===== config.mk =====
export PLATFORM = sky130hd
export DESIGN_NAME = eeprom_host
export DESIGN_NICKNAME = d
export VERILOG_FILES = /design/src/rtl/eeprom_host_pkg.sv /design/src/rtl/cycle_timer.sv /design/src/rtl/eeprom_host.sv
export VERILOG_INCLUDE_DIRS = /design/src /design/src/rtl
export SDC_FILE = /design/constraint.sdc
export NUM_CORES = 1
export LEC_CHECK = 0
export BUFFER_PORTS_ARGS = -buffer_cell sky130_fd_sc_hd__clkbuf_2
export CELL_PAD_IN_SITES_DETAIL_PLACEMENT = 1
export CELL_PAD_IN_SITES_GLOBAL_PLACEMENT = 2
export CORE_ASPECT_RATIO = 0.7
export CORE_UTILIZATION = 34
export CTS_BUF_LIST = sky130_fd_sc_hd__clkbuf_4 sky130_fd_sc_hd__clkbuf_8
export CTS_CLUSTER_SIZE = 28
export DETAILED_ROUTE_END_ITERATION = 16
export PLACE_DENSITY_LB_ADDON = 0.12
export SETUP_SLACK_MARGIN = 0.4
export SLEW_MARGIN = 30
export SYNTH_ARGS = -nofsm -noshare
export SYNTH_HDL_FRONTEND = slang
export SYNTH_HIERARCHICAL = 1
export SYNTH_SLANG_ARGS = --single-unit

===== constraint.sdc =====
create_clock -name clk -period 3.46 [get_ports clk]
set_input_delay 0.173 -clock clk [delete_from_list [all_inputs] [get_ports clk]]
set_output_delay 0.173 -clock clk [all_outputs]
set_load 0.005 [all_outputs]

===== src/rtl/eeprom_host_params.svh =====
// Constants for the paged nonvolatile memory host controller
`ifndef EEPROM_HOST_PARAMS_SVH
`define EEPROM_HOST_PARAMS_SVH
`define ADDR_W            17
`define DATA_W            8
`define PAGE_BYTES        128
`define BYTE_ADDR_W       7
`define CLK_MHZ           40
`define STROBE_NS         100
`define SETUP_NS          50
`define LOAD_WINDOW_US    150
`define PROGRAM_MS        10
`define POWERUP_MS        5
`define STROBE_CYC        ((`STROBE_NS * `CLK_MHZ + 999) / 1000)
`define SETUP_CYC         ((`SETUP_NS * `CLK_MHZ + 999) / 1000)
`define LOAD_WINDOW_CYC   ((`LOAD_WINDOW_US * `CLK_MHZ) * 3 / 4)
`define PROGRAM_CYC       (`PROGRAM_MS * 1000 * `CLK_MHZ)
`define POWERUP_CYC       (`POWERUP_MS * 1000 * `CLK_MHZ)
`define CMD_ADDR0         17'h05555
`define CMD_ADDR1         17'h02aaa
`define CMD_ADDR2         17'h05555
`define CMD_DATA0         8'haa
`define CMD_DATA1         8'h55
`define LOCK_ON_DATA      8'ha0
`define LOCK_OFF_DATA2    8'h80
`endif


===== src/rtl/eeprom_host_pkg.sv =====
// Types for the paged nonvolatile memory host controller
`include "eeprom_host_params.svh"
package eeprom_host_pkg;
  typedef struct packed {
    logic [`ADDR_W-1:0] addr;
    logic [`DATA_W-1:0] data;
  } mem_word_t;
  typedef enum logic [1:0] {
    op_read   = 2'b00,
    op_write  = 2'b01,
    op_lock   = 2'b10,
    op_unlock = 2'b11
  } op_t;
  typedef struct packed {
    op_t       op;
    logic      last;
    mem_word_t word;
  } request_t;
  typedef struct packed {
    logic                chip_select_n;
    logic                output_enable_n;
    logic                write_strobe_n;
    logic [`ADDR_W-1:0]  addr;
    logic [`DATA_W-1:0]  data_out;
    logic                data_oe;
  } pins_t;
endpackage


===== src/rtl/cycle_timer.sv =====
// Loadable down counter used for power-up, setup, strobe, window and poll read timing
module cycle_timer #(
  parameter int WIDTH = 24
) (
  input  wire logic             clk,
  input  wire logic             rst,
  input  wire logic             load,
  input  wire logic [WIDTH-1:0] count,
  output logic                  done
);
  logic [WIDTH-1:0] remain;
  logic [WIDTH-1:0] next_remain;

  always_comb
  begin
    next_remain = remain;
    if (load)
      next_remain = count;
    else if (remain != '0)
      next_remain = remain - 1'b1;
  end

  always_ff @(posedge clk or posedge rst)
  begin
    if (rst)
      remain <= '0;
    else
      remain <= next_remain;
  end

  assign done = (remain == '0);
endmodule // cycle_timer


===== src/rtl/eeprom_host.sv =====
// Host controller driving a paged nonvolatile memory through its pins
`include "eeprom_host_params.svh"
module eeprom_host
  import eeprom_host_pkg::*;
#(
  parameter int                  POWERUP_CYC = `POWERUP_CYC,
  parameter int                  PROGRAM_CYC = `PROGRAM_CYC,
  parameter int                  WINDOW_CYC  = `LOAD_WINDOW_CYC,
  parameter logic [`ADDR_W-1:0]  CMD_A0      = `CMD_ADDR0,
  parameter logic [`ADDR_W-1:0]  CMD_A1      = `CMD_ADDR1,
  parameter logic [`ADDR_W-1:0]  CMD_A2      = `CMD_ADDR2,
  parameter logic [`DATA_W-1:0]  CMD_D0      = `CMD_DATA0,
  parameter logic [`DATA_W-1:0]  CMD_D1      = `CMD_DATA1,
  parameter logic [`DATA_W-1:0]  LOCK_D2     = `LOCK_ON_DATA,
  parameter logic [`DATA_W-1:0]  UNLOCK_D2   = `LOCK_OFF_DATA2
) (
  input  wire logic                 clk,
  input  wire logic                 rst,
  input  wire eeprom_host_pkg::request_t req,
  input  wire logic                 req_valid,
  output logic                      req_ready,
  input  wire logic                 lock_active,
  output logic [`DATA_W-1:0]        rd_data,
  output logic                      rd_valid,
  output logic                      busy,
  output eeprom_host_pkg::pins_t    pins,
  input  wire logic [`DATA_W-1:0]   data_in
);
  localparam int TW = 24;
  localparam int STROBE = `STROBE_CYC;
  localparam int SETUP  = `SETUP_CYC;

  typedef enum logic [3:0] {
    st_powerup = 4'b0000,
    st_idle    = 4'b0001,
    st_setup   = 4'b0010,
    st_strobe  = 4'b0011,
    st_hold    = 4'b0100,
    st_rd_on   = 4'b0101,
    st_rd_samp = 4'b0110,
    st_window  = 4'b0111,
    st_poll    = 4'b1000,
    st_poll_rd = 4'b1001
  } state_t;

  state_t              state, next_state;
  pins_t               next_pins;
  logic [1:0]          pre, next_pre;
  mem_word_t           cur, next_cur;
  mem_word_t           last_wr, next_last_wr;
  logic                is_last, next_is_last;
  logic [`DATA_W-1:0]  prev_rd, next_prev_rd;
  logic                poll_first, next_poll_first;
  logic [`DATA_W-1:0]  next_rd_data;
  logic                next_rd_valid;
  logic                t_load;
  logic [TW-1:0]       t_count;
  logic                t_done;
  logic [`DATA_W-1:0]  din_s1, din_s2;
  request_t            held, next_held;

  cycle_timer #(.WIDTH(TW)) timer (
    .clk   (clk),
    .rst   (rst),
    .load  (t_load),
    .count (t_count),
    .done  (t_done)
  );

  function automatic logic [TW-1:0] cyc(input int n);
    cyc = TW'(n);
  endfunction

  function automatic mem_word_t prefix_word(input logic [1:0] i, input op_t op);
    prefix_word.addr = (i == 2'd0) ? CMD_A0 : (i == 2'd1) ? CMD_A1 : CMD_A2;
    prefix_word.data = (i == 2'd0) ? CMD_D0 : (i == 2'd1) ? CMD_D1 :
                       (op == op_unlock) ? UNLOCK_D2 : LOCK_D2;
  endfunction

  // Two-stage sampling of the data pins
  always_ff @(posedge clk or posedge rst)
  begin
    if (rst)
    begin
      din_s1 <= '0;
      din_s2 <= '0;
    end
    else
    begin
      din_s1 <= data_in;
      din_s2 <= din_s1;
    end
  end

  assign req_ready = (state == st_idle) ||
                     (state == st_window && !t_done && !is_last && req.op == op_write);
  assign busy      = (state != st_idle);

  always_comb
  begin
    next_state      = state;
    next_pins       = pins;
    next_pre        = pre;
    next_cur        = cur;
    next_last_wr    = last_wr;
    next_is_last    = is_last;
    next_prev_rd    = prev_rd;
    next_poll_first = poll_first;
    next_rd_data    = rd_data;
    next_rd_valid   = 1'b0;
    t_load          = 1'b0;
    t_count         = '0;
    case (state)
      st_powerup:
        if (t_done)
        begin
          t_load          = poll_first;
          t_count         = cyc(POWERUP_CYC);
          next_poll_first = 1'b0;
          next_state      = poll_first ? st_powerup : st_idle;
        end
      st_idle, st_window:
        if (req_valid && req_ready)
        begin
          next_is_last = req.last;
          next_cur     = req.word;
          if (req.op == op_read && state == st_idle)
          begin
            next_pins.addr            = req.word.addr;
            next_pins.chip_select_n   = 1'b0;
            next_pins.output_enable_n = 1'b0;
            next_pins.data_oe         = 1'b0;
            t_load     = 1'b1;
            t_count    = cyc(STROBE);
            next_state = st_rd_on;
          end
          else if (req.op != op_read)
          begin
            // Prefix with command writes for lock changes, or for a write from idle while locked
            if (req.op != op_write || (lock_active && state == st_idle))
            begin
              next_pre = 2'd3;
              next_cur = prefix_word(2'd0, req.op);
            end
            else
              next_pre = 2'd0;
            next_pins.addr            = next_cur.addr;
            next_pins.data_out        = next_cur.data;
            next_pins.data_oe         = 1'b1;
            next_pins.output_enable_n = 1'b1;
            next_pins.chip_select_n   = 1'b0;
            t_load     = 1'b1;
            t_count    = cyc(SETUP);
            next_state = st_setup;
          end
        end
        else if (state == st_window && t_done)
        begin
          next_is_last    = 1'b1;
          t_load          = !is_last;
          t_count         = cyc(WINDOW_CYC / 2);
          next_poll_first = 1'b1;
          next_state      = is_last ? st_poll : st_window;
        end
      st_setup:
        if (t_done)
        begin
          next_pins.write_strobe_n = 1'b0;
          t_load     = 1'b1;
          t_count    = cyc(STROBE);
          next_state = st_strobe;
        end
      st_strobe:
        if (t_done)
        begin
          next_pins.write_strobe_n = 1'b1;
          next_state               = st_hold;
        end
      st_hold:
      begin
        next_pins.chip_select_n = 1'b1;
        next_pins.data_oe       = 1'b0;
        t_load                  = 1'b1;
        t_count      = cyc(is_last ? WINDOW_CYC * 3 / 2 : WINDOW_CYC);
        next_last_wr = cur;
        next_state   = st_window;
        next_pre     = (pre == 2'd0) ? pre : pre - 2'd1;
        next_cur     = (pre == 2'd1) ? held.word : prefix_word(2'd3 - pre + 2'd1, held.op);
        if (pre > 2'd1 || (pre == 2'd1 && held.op == op_write))
        begin
          next_pins.chip_select_n = 1'b0;
          next_pins.data_oe       = 1'b1;
          next_pins.addr          = next_cur.addr;
          next_pins.data_out      = next_cur.data;
          t_count                 = cyc(SETUP);
          next_state              = st_setup;
        end
      end
      st_rd_on:
        if (t_done)
          next_state = st_rd_samp;
      st_rd_samp:
      begin
        next_rd_data              = din_s2;
        next_rd_valid             = 1'b1;
        next_pins.chip_select_n   = 1'b1;
        next_pins.output_enable_n = 1'b1;
        next_state                = st_idle;
      end
      st_poll:
      begin
        next_pins.addr            = last_wr.addr;
        next_pins.chip_select_n   = 1'b0;
        next_pins.output_enable_n = 1'b0;
        t_load     = 1'b1;
        t_count    = cyc(STROBE + 2);
        next_state = st_poll_rd;
      end
      st_poll_rd:
        if (t_done)
        begin
          next_pins.chip_select_n   = 1'b1;
          next_pins.output_enable_n = 1'b1;
          next_prev_rd              = din_s2;
          next_poll_first           = 1'b0;
          // Done when poll bit is true and toggle bit stopped
          if (din_s2[7] == last_wr.data[7] && !poll_first &&
              din_s2[6] == prev_rd[6])
            next_state = st_idle;
          else
            next_state = st_poll;
        end
      default:
        next_state = st_idle;
    endcase
  end

  always_comb
  begin
    next_held = held;
    if (req_valid && req_ready)
      next_held = req;
  end

  always_ff @(posedge clk or posedge rst)
  begin
    if (rst)
    begin
      state      <= st_powerup;
      pins       <= '{chip_select_n: 1'b1, output_enable_n: 1'b1, write_strobe_n: 1'b1,
                      addr: '0, data_out: '0, data_oe: 1'b0};
      pre        <= '0;
      cur        <= '0;
      last_wr    <= '0;
      is_last    <= 1'b0;
      prev_rd    <= '0;
      poll_first <= 1'b1;
      rd_data    <= '0;
      rd_valid   <= 1'b0;
      held       <= '0;
    end
    else
    begin
      state      <= next_state;
      pins       <= next_pins;
      pre        <= next_pre;
      cur        <= next_cur;
      last_wr    <= next_last_wr;
      is_last    <= next_is_last;
      prev_rd    <= next_prev_rd;
      poll_first <= next_poll_first;
      rd_data    <= next_rd_data;
      rd_valid   <= next_rd_valid;
      held       <= next_held;
    end
  end
endmodule // eeprom_host


== Word-level counts from Yosys, hierarchy flattened ==
Index checks and enable logic that the tools add are counted.
Word-level totals
  flip-flop bits (word level): 170
  logic and storage cells: 180
Cells by class
  reductions and logical operators: 46
  add/sub/neg operators: 4
  equality and inequality tests: 34
  $lt $le $gt $ge: 1
  mux-type cells: 72
Operator list (number)
  25-bit two-way mux: 5
  24-bit case mux with 5 select lines: 1
  26-bit two-way mux: 3
  24-bit two-way mux: 3
  17-bit case mux with 3 select lines: 1
  25-bit case mux with 2 select lines: 1
  4-bit two-way mux: 11
  4-bit case mux with 8 select lines: 1
  15-bit two-way mux: 2
  24-bit logical NOT: 1
  12-bit two-way mux: 2
  8-bit two-way mux: 3
  2-bit inequality test, second input constant: 12
  24-bit nonzero test: 1
  24-bit by 1-bit subtractor with 24-bit output, second input constant: 1
  2-bit two-way mux: 10
  18-bit two-way mux: 1
  9-bit case mux with 2 select lines: 1
  17-bit two-way mux: 1
  4-bit by 3-bit equality test with 1-bit output, second input constant: 4
  4-bit AND reduction: 4
  1-bit two-way mux: 15
  13-bit two-way mux: 1
  2-bit nonzero test: 6
  33 further kinds: 66

== Depth between registers and ports, before layout ==
  word-level depth: 10
  depth in mapped cells: 16
  gate-level depth less buffers: 14

== By module ==
The synthesis kept the hierarchy.
Modules (own cells, without submodules)
  eeprom_host: cells an instance 669, seq. area each 3158.0 µm², instances 1, area an instance 6072.1 µm²
  cycle_timer: cells an instance 178, seq. area each 600.6 µm², instances 1, area an instance 1581.5 µm²

== Least setup slack after synthesis ==
OpenSTA, ideal clock, no wires.
  path kind: register to register
  from: register timer.remain[0]
  to: register timer.remain[20]
  library setup time: 0.065 ns
  period minus slack after synthesis: 3.346 ns
  buffers on the path: 3
  path slack: 0.114 ns
  arrival time: 3.281 ns
  stages on the path, launching flop included: 15
  cells stage by stage: dfrtp_1 -> inv_1 -> ha_1 -> nor4b_1 -> nand4_1 -> nor2_1 -> clkbuf_1 -> nor3b_1 -> a21oi_1 -> o21ai_0 -> nand2_1 -> o21ai_0 -> clkbuf_1 -> clkbuf_1 -> o221a_2
Between the ends
  longest elaborated chain between the ends: 10
  elaborated cells between the ends (all ways): 18
Ends and longest elaborated chain
  from (decl): line cycle_timer.sv:11  | logic [WIDTH-1:0] remain;
  from (signal assigned): line cycle_timer.sv:28  | remain <= next_remain;
  24-bit logical NOT *: line cycle_timer.sv:31  | assign done = (remain == '0);
  net t_done: line eeprom_host.sv:58  | logic t_done;
  1-bit logical NOT: line eeprom_host.sv:96  | (state == st_window && !t_done && !is_last && req.op == op_write);
  1-bit logical AND (3 in a row): line eeprom_host.sv:96
  1-bit logical OR: line eeprom_host.sv:95  | assign req_ready = (state == st_idle) ||
  1-bit logical AND: line eeprom_host.sv:123  | if (req_valid && req_ready)
  1-bit two-way mux: line eeprom_host.sv:123
  1-bit case mux with 4 select lines *: line eeprom_host.sv:113  | case (state)
  net t_load: line eeprom_host.sv:56  | logic t_load;
  24-bit two-way mux / 2-bit nonzero test (equally long branches)
Mark *: on every way through the listed nets, which the timed path passes. The rest lies on a longest branch. The select of a mux whose other input is x is not followed.
A chain may end at the register's enable or synchronous reset.

== Worst setup path in the final report ==
  from: register timer.remain[11]
  to: register timer.remain[13]
Same word-level chain as after synthesis.

==> impl_metrics.json <==
{
  "outcome": "finished, final reports clean",
  "drive_gt1_share_pct": 20.5,
  "detail-route-antenna-nets": 0,
  "combPwrFrac_pct": 45.8,
  "timing_max_transition_violations_final": 0,
  "synth-compound-area-share_pct": 20.8,
  "worstPathArrival_ns": 3.25,
  "numPortBuffers": 79,
  "timing.reg2reg.setup_slack_ns": 0.53,
  "post_drt_wl_per_cell_um": 19.9,
  "worst_skew_pair.late_latency_ns": 0.47,
  "internal-power_mw": 4.79,
  "final_nets": 1020,
  "cap_violations": 0,
  "fp.coreArea_um2": 21900,
  "leading_cell_type_in_the_layout_fill_and_taps_excluded": "sky130_fd_sc_hd__nand2_1",
  "sum_of_overflow_across_all_layers_after_global_routing": 0,
  "n_antenna_cell": 0,
  "setup-tns-final_ns": 0,
  "synth_fa_ha_area_share_pct": 0.981,
  "routed_wl_met2_um": 10400,
  "synth_enable_flop_cells": 0,
  "vdd.ir_drop.worst_mv": 0.383,
  "class_of_the_most_critical_hold_timing_path": "in2reg",
  "highest-signal-layer": "met4",
  "floorplan.die.width_um": 181,
  "most_frequent_cells_in_the_layout": "201 x sky130_fd_sc_hd__nand2_1, 146 x sky130_fd_sc_hd__dfrtp_1, 79 x sky130_fd_sc_hd__clkbuf_2",
  "dpl.hpwl_um": 18100,
  "postRouteWirelength_um": 25200,
  "worst_path_largest_cell_delay_ns": 0.46,
  "clock_tree.root_cell": "sky130_fd_sc_hd__clkbuf_8",
  "clock_path_buffers": 2,
  "cts.sink_count": 150,
  "synth_top_flop_cell": "sky130_fd_sc_hd__dfrtp_1",
  "io_pins": 80,
  "worst-path-max-fanout": 32,
  "max_freq_ghz": 0.341,
  "postLayoutCoreUtil_pct": 42.9,
  "rsz_0062_raised_after_global_routing": "true",
  "numCtsBuffers": 17,
  "route.detailed.drc": 0,
  "worst_setup_hold_path_clk_slew_ns": 0.09,
  "period_minus_slack_ns": 2.93,
  "die_footprint_um2": 23100,
  "worst_path_max_delay_cell": "sky130_fd_sc_hd__dfrtp_1",
  "dominant_combinational_cell_family_by_area_after_synthesis": "simple AND/OR/NAND/NOR gates",
  "wire_length_of_the_first_global_routing_pass_um": 41200,
  "maxSlewHeadroom_pct": 49.3,
  "detailedRoute.firstPassIterationCount": 6,
  "dpl_cell_area_um2": 8550,
  "synth_xor_area_share_pct": 0.915,
  "ys_ff_latch": 150,
  "grt_antenna_before_repair": 0,
  "postLayoutCellArea_um2": 9400,
  "power_density_nw_per_um2": 895,
  "post_synth_and_or_nand_nor_area_fraction_pct": 22.2,
  "net-switching-power_mw": 3.62,
  "post_synth_mux_area_share_pct": 1.45,
  "routabilityCongestion": 0.872,
  "std_cell_rows": 45,
  "chipHeight_um": 128,
  "synthDistinctLibCells": 85,
  "post-route-worst-setup-slack_ns": 0.530,
  "first_global_vias": 7239,
  "power_frac_seq_pct": 36.6,
  "fin_skew_ns": 0.0125,
  "power.share.switching_pct": 43.1,
  "cp-start-kind": "register",
  "criticalPathCategory": "reg2reg",
  "finish.cell_count_without_fillers": 1269,
  "final_hold_viol_count": 0,
  "cp.required_ns": 3.78,
  "end_kind": "register",
  "cts_tree": "yes",
  "grt_max_degree": 75,
  "final.period_utilization_pct": 84.7,
  "synth_sequential_area_ratio_pct": 49.1,
  "first_iter_violations": 513,
  "floorplan.initialDensity_pct": 34.9,
  "placed_cells_incl_taps": 1199,
  "synthesis.instances": 847,
  "post_synth_instance_area_um2": 7650,
  "pwr-share-clk_pct": 17.6,
  "globalRouteTotalUtil_pct": 23.1,
  "area_overhead_vs_synth_pct": 22.8,
  "syn-mean-instance-area_um2": 9.04,
  "crit_top_cell": "sky130_fd_sc_hd__o21ai_0",
  "place_worst_setup_slack_ns": 0.347,
  "ys_warn_count": 6,
  "num_vias": 7013,
  "static-leakage-power_nw": 4.15,
  "slew_at_the_pin_with_the_worst_max_slew_slack_ns": 0.758,
  "routedLengthMet1_um": 13300,
  "finalSetupViolCount": 0,
  "clock_tree.htree_level_count": 4,
  "via_per_inst": 5.53,
  "ys_async_sr_fraction_pct": 100,
  "detailroute.wirelength.met3_um": 1280,
  "filler_cell_count": 2545,
  "cp_cell_sequence": "nor3_1, nand3_1, nor2_1, buf_4, a22oi_1, o21ai_0, nand2_1, o21ai_4, buf_12, nand2b_1, o21ai_0, a31oi_1, o31ai_1"
}
-- layout make-up --
cell class	count	area, µm²	share of cell area, %
Multi-Input combinational cell	624	3670	39.0
Tap cell	282	353	3.75
Inverter	26	101	1.08
Clock buffer	24	305	3.25
Clock inverter	8	121	1.29
Sequential cell	150	3760	40.0
Timing Repair Buffer	155	1090	11.6
-- Yosys cell counts (9+ instances only) --
library cell | count | area share (%)
sky130_fd_sc_hd__mux2_2 | 9 | 1.3
sky130_fd_sc_hd__clkbuf_1 | 36 | 1.8
sky130_fd_sc_hd__a21oi_1 | 53 | 3.5
sky130_fd_sc_hd__a222oi_1 | 9 | 1.2
sky130_fd_sc_hd__nor3_1 | 18 | 1.2
sky130_fd_sc_hd__a31oi_1 | 16 | 1.3
sky130_fd_sc_hd__nand2_1 | 201 | 9.9
sky130_fd_sc_hd__inv_1 | 26 | 1.3
sky130_fd_sc_hd__o221ai_1 | 9 | 1.0
sky130_fd_sc_hd__a221oi_1 | 12 | 1.4
sky130_fd_sc_hd__buf_1 | 9 | 0.44
sky130_fd_sc_hd__dfrtp_1 | 146 | 48
sky130_fd_sc_hd__o21ai_0 | 54 | 3.5
sky130_fd_sc_hd__o31ai_1 | 11 | 1.1
sky130_fd_sc_hd__o21ai_1 | 10 | 0.65
sky130_fd_sc_hd__nor2_1 | 60 | 2.9
-- critical path: cells and delay by family, from the launching register on --
family	cells	cell delay [ns]
AO/OA/AOI/OAI	6	0.83
AND/OR/NAND/NOR	5	1.04
buffers and inverters	2	0.44
flip-flops	1	0.46
-- metal layers --
metal / global-route usage [%] / vias to the layer above
li1: - / 3270
met1: 35.6 / 3535
met2: 32.6 / 189
met3: 4.48 / 19
met4: 5.83 / 0
met5: 0 / -
-- through the flow --
step / total power, mW / hold slack [ns]
after global placement: 6.68 / 0.285
after floorplan: 5.42 / 0.188
final: 8.41 / 0.0905
after detailed placement: 6.86 / 0.258
after CTS: 8.42 / 0.0585
after global routing: 9.07 / 0.106
-- final timing paths --
check | start | endpoint | cells after the start
worst max-delay path | timer/remain[11] | timer/remain[13] | 13
worst max register to register | timer/remain[11] | timer/remain[13] | 13
max in group asynchronous | rst | pins[26] | 4
worst min register to register | din_s1[3] | din_s2[3] | 0
min in group asynchronous | rst | held[0] | 3
worst min-delay path | req[26] | held[26] | 3
-- repair_timing --
item / in CTS / in global routing
hold buffers: 35 / 0
endpoints found under the setup margin: 12 / 37
hold endpoints to repair: 88 / 0
gates resized for setup: 1 / 6
gates cloned: 0 / 0
pin swaps: 0 / 1
setup buffers: 0 / 3
-- sequential cells by signal, indices dropped and copies added, names as in the netlist, 8 cells and up --
register / cells
last_wr: 18
cur: 18
din_s1: 8
held: 27
timer/remain: 24
rd_data: 8
pins: 29
din_s2: 8
-- power by group through the flow --
| stage | Clock (mW) | Combinational [mW] | Sequential (mW) |
|---|---|---|---|
| final | 1.48 | 3.85 | 3.08 |
| after global routing | 1.60 | 4.30 | 3.18 |
| after CTS | 1.53 | 3.83 | 3.06 |
| after detailed placement | 0 | 3.78 | 3.08 |
| after global placement | 0 | 3.65 | 3.03 |
| after floorplan | 0 | 2.53 | 2.89 |
-- cells by family (layout without fill, tap and decap cells) --
kind of cell,after synthesis,count (layout)
fa+ha+maj,6,6
compound gates,232,232
flops,150,150
simple gates,357,357
mux,10,10
xor+xnor,8,8
other cells,1,11
buf+inv,83,213
No activity file was read; power rests on OpenSTA's default activity.
